--- src/rtl/uart_rx_status_regs.svh ---
// register offsets, field positions, reset values and timing for the rx status block
`ifndef UART_RX_STATUS_REGS_SVH
`define UART_RX_STATUS_REGS_SVH
`define OFS_STATUS        4'h0
`define OFS_DATA          4'h1
`define OFS_CTRL_ONE      4'h2
`define OFS_CTRL_TWO      4'h3
`define OFS_CTRL_THREE    4'h4
`define OFS_BAUD          4'h5
`define OFS_INTCTRL       4'h6
`define OFS_WAKEINFO      4'h7
// status bits
`define ST_PERR           0
`define ST_FERR           1
`define ST_OERR           2
`define ST_RXIF           3
`define ST_TXIF           4
`define ST_TIDLE          5
// control one bits
`define C1_MODE           7
`define C1_ENABLE         6
`define C1_NINE           5
`define C1_PREN           4
`define C1_PODD           3
`define C1_RX8            0
// control three bits
`define C3_TWOSTOP        0
// control two bits
`define C2_TXEN           7
`define C2_RXEN           6
`define C2_ADDEN          4
`define C2_WAKE           3
`define C2_RIE            2
`define C2_TIIE           1
`define C2_TEIE           0
// interrupt control bits
`define IC_GLOBAL         0
`define IC_SIM            1
`define CTRL_RESET        8'h00
`define BAUD_RESET        8'h00
// system start-up time after pin wake-up
`define STARTUP_NS        1024000
`define STARTUP_CYCLES    ((`STARTUP_NS + 24) / 25)
`endif

--- src/rtl/uart_rx_status_pkg.sv ---
// types shared by the rx status block
package uart_rx_status_pkg;
	typedef enum logic [1:0] {
		run_st,
		sleep_st,
		startup_st
	} power_t;
endpackage

--- src/rtl/uart_rx_status.sv ---
// uart receive status, interrupt combine, address detect and wake-up logic
// Notes on behaviour
// - stop bit sampled low sets read-only framing error flag
// - with two stop bits, either stop position low sets framing error
// - framing flag stored with received word; cleared by any reset
// - parity mismatch sets parity error flag only when checking enabled
// - parity flag kept with matching word; cleared by any reset
// - six sources merge into one low-pulse serial interrupt request
// - transmit sources own enables; rx data and overrun share one
// - address detect raises interrupt, no flag, only when enabled
// - clock off plus wake conditions: pin falling edge raises wake-up
// - status flags read-only, cleared only by defined uart actions
// - module interrupt enable masks the combined request
// - address detect on: data interrupt only if top word bit high
// - address detect off: data interrupt on every data-available set
// - clock stopped freezes all uart activity until it returns; here only rx, overrun and tx events stop, register access and wake-up run on
// - registers keep contents through idle or sleep
// - after pin wake-up, data ignored until start-up time elapses
// - wake interrupt needs global and module enables, after start-up
// - error flags clear by status access then data buffer read
// - nine-bit select stores received top bit in control one
`timescale 1ns/10ps
`default_nettype none
`include "uart_rx_status_regs.svh"

module uart_rx_status
	import uart_rx_status_pkg::*;
#(
	parameter int STARTUP_CYCLES = `STARTUP_CYCLES
) (
	input  wire logic        clk,
	input  wire logic        rst,
	// avalon-mm slave
	input  wire logic [3:0]  address,
	input  wire logic        read,
	input  wire logic        write,
	input  wire logic [31:0] writedata,
	output var  logic [31:0] readdata,
	output var  logic        waitrequest,
	// from the receive shifter
	input  wire logic        rx_word_valid,
	input  wire logic [8:0]  rx_word,
	input  wire logic        rx_stop1_bit,
	input  wire logic        rx_stop2_bit,
	input  wire logic        rx_parity_bit,
	input  wire logic        rx_overrun,
	// from transmitter
	input  wire logic        tx_empty_event,
	input  wire logic        tx_idle_event,
	// clock gating and pin
	input  wire logic        uart_clock_off,
	input  wire logic        serial_rx_tx_pin,
	// outputs
	output var  logic        sim_irq_n,
	output var  logic        wake_request,
	output var  logic        rx_ignore
);
	// start-up count must fit the 24-bit counter
	if (STARTUP_CYCLES < 1 || STARTUP_CYCLES > 32'h00FFFFFF) begin : g_bad_startup
		$error("STARTUP_CYCLES out of range");
	end

	typedef struct packed {
		logic [31:0] readdata;
		logic        waitrequest;
		logic [7:0]  ctrl1;
		logic [7:0]  ctrl2;
		logic [7:0]  ctrl3;
		logic [7:0]  baud;
		logic [1:0]  intctrl;
		logic [8:0]  data;
		logic        perr;
		logic        ferr;
		logic        oerr;
		logic        rxif;
		logic        txif;
		logic        tidle;
		logic        status_seen;
		logic        pin_prev;
		power_t      power;
		logic [23:0] cnt;
		logic        wake_pend;
		logic        irq_n;
		logic        wake_req;
		logic        ignore;
	} state_t;

	state_t s, n;
	logic   active, stop_bad, par_bad, top_bit, data_ev, addr_ev;
	logic   wake_ok, fall, rd, wr, data_rd, stat_acc;

	// combinational next state
	always_comb begin
		n = s;
		active = !uart_clock_off && s.power != sleep_st;
		n.waitrequest = !s.waitrequest ? 1'b1 : !(read || write);
		rd = read && !s.waitrequest;
		wr = write && !s.waitrequest;
		stat_acc = (rd || wr) && address == `OFS_STATUS;
		data_rd = rd && address == `OFS_DATA;
		// stop-bit checks, second only with two stop bits
		stop_bad = !rx_stop1_bit ||
			(s.ctrl3[`C3_TWOSTOP] && !rx_stop2_bit);
		par_bad = s.ctrl1[`C1_PREN] && (^{rx_word[8] & s.ctrl1[`C1_NINE],
			rx_word[7:0], rx_parity_bit} != s.ctrl1[`C1_PODD]);
		top_bit = s.ctrl1[`C1_NINE] ? rx_word[8] : rx_word[7];
		data_ev = rx_word_valid && active && !s.ignore;
		addr_ev = data_ev && s.ctrl2[`C2_ADDEN] && top_bit;
		n.readdata = s.readdata;
		// load read data as waitrequest drops, so it stands at acceptance
		if (read && s.waitrequest) begin
			case (address)
			`OFS_STATUS: n.readdata = {26'h0, s.tidle, s.txif, s.rxif,
				s.oerr, s.ferr, s.perr};
			`OFS_DATA: n.readdata = {23'h0, s.data};
			`OFS_CTRL_ONE: n.readdata = {24'h0, s.ctrl1};
			`OFS_CTRL_TWO: n.readdata = {24'h0, s.ctrl2};
			`OFS_CTRL_THREE: n.readdata = {24'h0, s.ctrl3};
			`OFS_BAUD: n.readdata = {24'h0, s.baud};
			`OFS_INTCTRL: n.readdata = {30'h0, s.intctrl};
			`OFS_WAKEINFO: n.readdata = {30'h0, s.power};
			default: n.readdata = 32'h0;
			endcase
		end
		// writable registers; status is read-only, kept in sleep
		if (wr) begin
			case (address)
			`OFS_CTRL_ONE: n.ctrl1 = {writedata[7:1], s.ctrl1[0]};
			`OFS_CTRL_TWO: n.ctrl2 = writedata[7:0];
			`OFS_CTRL_THREE: n.ctrl3 = writedata[7:0];
			`OFS_BAUD: n.baud = writedata[7:0];
			`OFS_INTCTRL: n.intctrl = writedata[1:0];
			default: n.ctrl1 = s.ctrl1;
			endcase
		end
		// status access then data read clears rx flags
		if (stat_acc)
			n.status_seen = 1'b1;
		if (data_rd && s.status_seen) begin
			n.rxif = 1'b0;
			n.oerr = 1'b0;
			n.ferr = 1'b0;
			n.perr = 1'b0;
			n.status_seen = 1'b0;
		end
		if (stat_acc && wr)
			n.txif = s.txif;
		// capture word with its flags; set beats clear
		if (data_ev) begin
			n.data = rx_word;
			n.ferr = stop_bad;
			n.perr = par_bad;
			n.rxif = 1'b1;
			if (s.ctrl1[`C1_NINE])
				n.ctrl1[`C1_RX8] = rx_word[8];
		end
		if (rx_overrun && active)
			n.oerr = 1'b1;
		if (tx_empty_event && active)
			n.txif = 1'b1;
		if (tx_idle_event && active)
			n.tidle = 1'b1;
		// wake-up sequencing
		wake_ok = s.ctrl2[`C2_WAKE] && s.ctrl1[`C1_MODE] &&
			s.ctrl1[`C1_ENABLE] && s.ctrl2[`C2_RXEN] &&
			s.ctrl2[`C2_RIE];
		n.pin_prev = serial_rx_tx_pin;
		fall = s.pin_prev && !serial_rx_tx_pin;
		n.wake_req = 1'b0;
		case (s.power)
		run_st: begin
			n.ignore = 1'b0;
			if (uart_clock_off)
				n.power = sleep_st;
		end
		sleep_st: begin
			if (fall && wake_ok) begin
				n.power = startup_st;
				n.wake_req = 1'b1;
				n.wake_pend = 1'b1;
				n.ignore = 1'b1;
				n.cnt = 24'h0;
			end else if (!uart_clock_off)
				n.power = run_st;
		end
		startup_st: begin
			n.cnt = s.cnt + 24'h1;
			if (s.cnt == 24'(STARTUP_CYCLES - 1)) begin
				n.power = run_st;
				n.ignore = 1'b0;
			end
		end
		default: n.power = run_st;
		endcase
		// combined interrupt, one low cycle for each cycle with any enabled event
		n.irq_n = 1'b1;
		if (s.intctrl[`IC_GLOBAL] && s.intctrl[`IC_SIM]) begin
			if ((tx_empty_event && s.ctrl2[`C2_TEIE] && active) ||
				(tx_idle_event && s.ctrl2[`C2_TIIE] && active) ||
				((rx_overrun && active) && s.ctrl2[`C2_RIE]) ||
				(data_ev && s.ctrl2[`C2_RIE] &&
				(!s.ctrl2[`C2_ADDEN] || top_bit)) || addr_ev)
				n.irq_n = 1'b0;
		end
		// wake interrupt only after start-up done
		if (s.wake_pend && s.power == run_st) begin
			n.wake_pend = 1'b0;
			if (s.intctrl[`IC_GLOBAL] && s.intctrl[`IC_SIM])
				n.irq_n = 1'b0;
		end
	end

	// state register
	always_ff @(posedge clk or posedge rst) begin
		if (rst) begin
			s <= '0;
			s.waitrequest <= 1'b1;
			s.irq_n <= 1'b1;
			s.pin_prev <= 1'b1;
			s.power <= run_st;
		end else begin
			s <= n;
		end
	end

	assign readdata     = s.readdata;
	assign waitrequest  = s.waitrequest;
	assign sim_irq_n    = s.irq_n;
	assign wake_request = s.wake_req;
	assign rx_ignore    = s.ignore;

	// framing flag follows stop bits of captured word
	ferr_capture_a: assert property (@(posedge clk) disable iff (rst)
		(rx_word_valid && !uart_clock_off && s.power == run_st && !s.ignore)
		|=> s.ferr == $past(stop_bad))
		else $error("framing flag not captured");
	// parity flag zero when checking off
	perr_gate_a: assert property (@(posedge clk) disable iff (rst)
		(data_ev && !s.ctrl1[`C1_PREN]) |=> !s.perr)
		else $error("parity flag set while disabled");
	// address mode suppresses low-top words
	addr_mask_a: assert property (@(posedge clk) disable iff (rst)
		(data_ev && s.ctrl2[`C2_ADDEN] && !top_bit && !s.wake_pend
		&& !(tx_empty_event || tx_idle_event || rx_overrun)) |=> s.irq_n)
		else $error("irq on data word in address mode");
	// masked module never interrupts
	irq_mask_a: assert property (@(posedge clk) disable iff (rst)
		!s.intctrl[`IC_SIM] |=> s.irq_n)
		else $error("irq while module disabled");
	// low held a second cycle only with a new cause in the cycle before
	irq_pulse_a: assert property (@(posedge clk) disable iff (rst)
		(!s.irq_n && !$past(s.irq_n)) |-> 1'b0 || $past(data_ev)
		|| $past(tx_empty_event) || $past(tx_idle_event)
		|| $past(rx_overrun) || $past(s.wake_pend))
		else $error("irq held without cause");
	// no capture while start-up runs
	startup_ignore_a: assert property (@(posedge clk) disable iff (rst)
		(s.power == startup_st && rx_word_valid) |=> !$changed(s.data))
		else $error("data taken during start-up");
	// wake edge leads to start-up
	wake_seq_a: assert property (@(posedge clk) disable iff (rst)
		(s.power == sleep_st && fall && wake_ok)
		|=> s.power == startup_st && s.wake_req)
		else $error("wake edge not taken");
	// receive flag never clears without data read
	flag_hold_a: assert property (@(posedge clk) disable iff (rst)
		(s.rxif && !data_rd) |=> s.rxif)
		else $error("flag cleared without data read");
endmodule // uart_rx_status
`default_nettype wire

--- config.mk ---
export PLATFORM = sky130hd
export DESIGN_NAME = uart_rx_status
export DESIGN_NICKNAME = d
export VERILOG_FILES = /design/src/rtl/uart_rx_status_pkg.sv /design/src/rtl/uart_rx_status.sv
export VERILOG_INCLUDE_DIRS = /design/src /design/src/rtl
export SDC_FILE = /design/constraint.sdc
export NUM_CORES = 1
export LEC_CHECK = 0
export ABC_CLOCK_PERIOD_IN_PS = 4450
export BUFFER_PORTS_ARGS = -buffer_cell sky130_fd_sc_hd__buf_2
export CAP_MARGIN = 30
export CORE_UTILIZATION = 40
export DETAILED_ROUTE_END_ITERATION = 10
export HOLD_SLACK_MARGIN = 0.1
export PLACE_DENSITY = 0.64
export SLEW_MARGIN = 10
export SYNTH_ARGS = -nofsm -noshare
export SYNTH_HDL_FRONTEND = slang
export SYNTH_SLANG_ARGS = --single-unit
--- constraint.sdc ---
create_clock -name clk -period 4.45 [get_ports clk]
set_clock_uncertainty 0.2 [all_clocks]
set_input_delay 0.89 -clock clk [delete_from_list [all_inputs] [get_ports clk]]
set_output_delay 0.89 -clock clk [all_outputs]
set_load 0.02 [all_outputs]
==> impl_metrics.env <==
export IMPL_slew_viol_final=0
export IMPL_synthXorXnorAreaFrac_pct=2.89
export IMPL_cts_root_buf="clkbuf_16"
export IMPL_synth_cell_types=63
export IMPL_gp_congestion=0.871
export IMPL_nFillCells=1073
export IMPL_synth_compound_area_share_pct=9.30
export IMPL_cp_arrival_ns=2.59
export IMPL_port_buffers=46
export IMPL_clkSlewWorstSetupHoldPaths_ns=0.07
export IMPL_drive_above_1_share_pct=30.0
export IMPL_synth_top_family_by_area="multiplexers"
export IMPL_synthFlopType="dfrtp_1"
export IMPL_worst_slew_pin_slew_ns=0.810
export IMPL_yosysSeqAreaShare_pct=48.3
export IMPL_viasPerCell=5.34
export IMPL_netlist_area_um2=4720
export IMPL_met1_usage_pct=22.0
export IMPL_grt_ovfl_total=0
export IMPL_yosysMostFrequentCell="dfrtp_1"
export IMPL_peakVddDrop_v=0.000280
export IMPL_relSlewSlack_pct=45.5
export IMPL_wl_per_cell_um=16.8
export IMPL_met3_usage_pct=5.36
export IMPL_path_max_fanout=19
export IMPL_cts_resized=0
export IMPL_total_power_mw=2.17
export IMPL_crit_family="simple AND/OR/NAND/NOR gates"
export IMPL_status="completed"
export IMPL_combPwrFrac_pct=15.9
export IMPL_grt_max_degree=37
export IMPL_cts_hold_buf=0
export IMPL_ys_warn_count=0
export IMPL_clkPwrFrac_pct=35.7
export IMPL_critPathSlowestCell="nor4b_2"
export IMPL_crit_type="input pin to flop"
export IMPL_critPathBufInv=1
export IMPL_die_y_um=111
export IMPL_antenna_found_initial=2
export IMPL_core_area_um2=11500
export IMPL_fmax_mhz=391
export IMPL_hp_class="flop to flop"
export IMPL_path_cells="buf_2 > nor4b_2 > nand2_1 > mux2_2"
export IMPL_rsz0062_at_grt="no"
export IMPL_crit_required_ns=4.48
export IMPL_fin_area_um2=5220
export IMPL_syn_inst=414
export IMPL_avgSynthCellArea_um2=11.4
export IMPL_setup_tns_ns=0
export IMPL_async_reset_ff_share_pct=100
export IMPL_swShare_pct=27.7
export IMPL_intPower_mw=1.57
export IMPL_fin_crit_sh_pct=57.5
export IMPL_ioPinCount=94
export IMPL_dpl_cell_area_um2=4920
export IMPL_drt_first_iter_violations=193
export IMPL_hold_viol=0
export IMPL_cts_tree="built"
export IMPL_die_w_um=111
export IMPL_p_switching_uw=602
export IMPL_ant_nets=0
export IMPL_grt_busiest_layer="met2"
export IMPL_ff_latch_area_um2=2280
export IMPL_fin_util_pct=45.6
export IMPL_grt_use_met2_pct=28.8
export IMPL_yosysTopAreaCell="dfrtp_1"
export IMPL_drc_errors=0
export IMPL_setup_violations=0
export IMPL_cts_max_level=3
export IMPL_numCtsBuffers=9
export IMPL_p_seq_share_pct=48.4
export IMPL_p_per_area_nw_per_um2=415
export IMPL_critPathCaptureType="flop"
export IMPL_num_vias=3187
export IMPL_dpl_hpwl_mm=7.17
export IMPL_yosys_area_share_simple_pct=15.4
export IMPL_synth_commonest_cells="88 x dfrtp_1, 47 x mux2_2, 33 x buf_4, 33 x nand2_1, 24 x nand3_1"
export IMPL_clock_sinks=91
export IMPL_fin_crit_ns=2.56
export IMPL_post_cts_buffers=0
export IMPL_critPathMaxStageDelay_ns=0.52
export IMPL_wirelength_mm=10.0
export IMPL_grt_pass1_wl_mm=16.8
export IMPL_netlist_top_cells_area="dfrtp_1 47%, mux2_2 11%, buf_4 5.2%, mux2i_1 3.2%, nand2_1 2.6%"
export IMPL_synth_mux_area_share_pct=16.3
export IMPL_clk_path_buf_depth=2
export IMPL_synth_edf_count=0
export IMPL_firstDrtPassIters=4
export IMPL_rows=39
export IMPL_clk_latency_ns=0.35
export IMPL_grt_pass1_vias=3279
export IMPL_yosys_register_bits=91
export IMPL_maxCapViolations=0
export IMPL_multiInputGateArea_um2=2180
export IMPL_yosysTopAreaCellShare_pct=46.6
export IMPL_total_leakage_power_nw=2.38
export IMPL_floorplan_initialDensity_pct=41.2
export IMPL_synthToLayoutAreaGrowth_pct=10.6
export IMPL_synthAdderAreaFrac_pct=0.265
export IMPL_track_usage_pct=17.4
export IMPL_nets=507
export IMPL_dieArea_um2=12200
export IMPL_start_kind="input pin"
[sequential cells by signal (all words and copies together) (netlist names)]
signal	cells
s	78
readdata	9
rx_ignore	1
sim_irq_n	1
waitrequest	1
wake_request	1
[cell usage in the layout (no fill, tap or decap), types with 4 or more instances in the layout]
cell and instances:
a21o_1 4, a21oi_1 4, a22o_1 4, a22oi_1 4, a31oi_1 4, buf_2 46
buf_4 4, clkbuf_16 9, conb_1 23, dfrtp_1 88, inv_1 5, mux2_2 47
mux2i_1 15, mux4_2 4, nand2_1 33, nand3_1 24, nand4_1 6, nor2_1 16
nor2b_1 7, nor3_1 5, nor3b_1 4, nor4_1 6, o211ai_1 5, o21ai_0 11
xnor2_1 12
[power by group through the flow]
stage               Clock [mW]  Sequential, mW  Combinational, mW
floorplan                    0            1.03              0.296
global placement             0            1.06              0.334
detailed placement           0            1.07              0.346
CTS                      0.789            1.05              0.349
global route             0.827            1.07              0.381
finish                   0.774            1.05              0.345
[routing by layer]
metal,part of all wire [%],wire [um],vias up
met5,0.23,23,-
met4,1.2,116,4
met3,4.7,472,14
met2,49,4920,69
met1,45,4510,1577
li1,-,-,1523
[worst register-to-register path, delay by kind of cell, from the launching register on]
kind | cells | cell delay, ns
and+or+nand+nor | 3 | 1.14
muxes | 1 | 0.17
DFF | 1 | 0.55
[stage by stage]
step | hold WS, ns | setup slack [ns] | cells
after detailed placement | 0.252 | 1.51 | 580
after global placement | 0.250 | 1.44 | 580
final | 0.267 | 1.89 | 597
after global routing | 0.286 | 1.77 | 596
after floorplan | 0.220 | 1.00 | 436
after CTS | 0.269 | 1.88 | 596
[cells by family after synthesis]
family / count (synthesis)
buf+inv: 55
flops: 91
fa+ha+maj: 1
mux: 66
xor+xnor: 14
other cells: 1
simple gates: 129
compound gates: 57
[final cells by class]
class | count | area share, %
Antenna cell | 1 | 0.0479
Clock buffer | 9 | 4.31
Clock inverter | 7 | 1.41
Inverter | 6 | 0.455
Multi-Input combinational cell | 290 | 41.7
Sequential cell | 91 | 43.7
Tap cell | 143 | 3.43
Timing Repair Buffer | 50 | 4.98
[path summary, 6_finish.rpt]
check / startpoint / end / slack [ns] / cells past startpoint
worst max register to register: s[29] / s[27] / 2.27 / 4
worst min register to register: s[33] / s[33] / 0.27 / 1
min in group asynchronous: rst / s[58] / 0.38 / 2
worst max-delay path: address[2] / s[63] / 1.89 / 4
max in group asynchronous: rst / waitrequest / 2.82 / 3
worst min-delay path: s[33] / s[33] / 0.27 / 1
(Power assumes the default switching activity.)
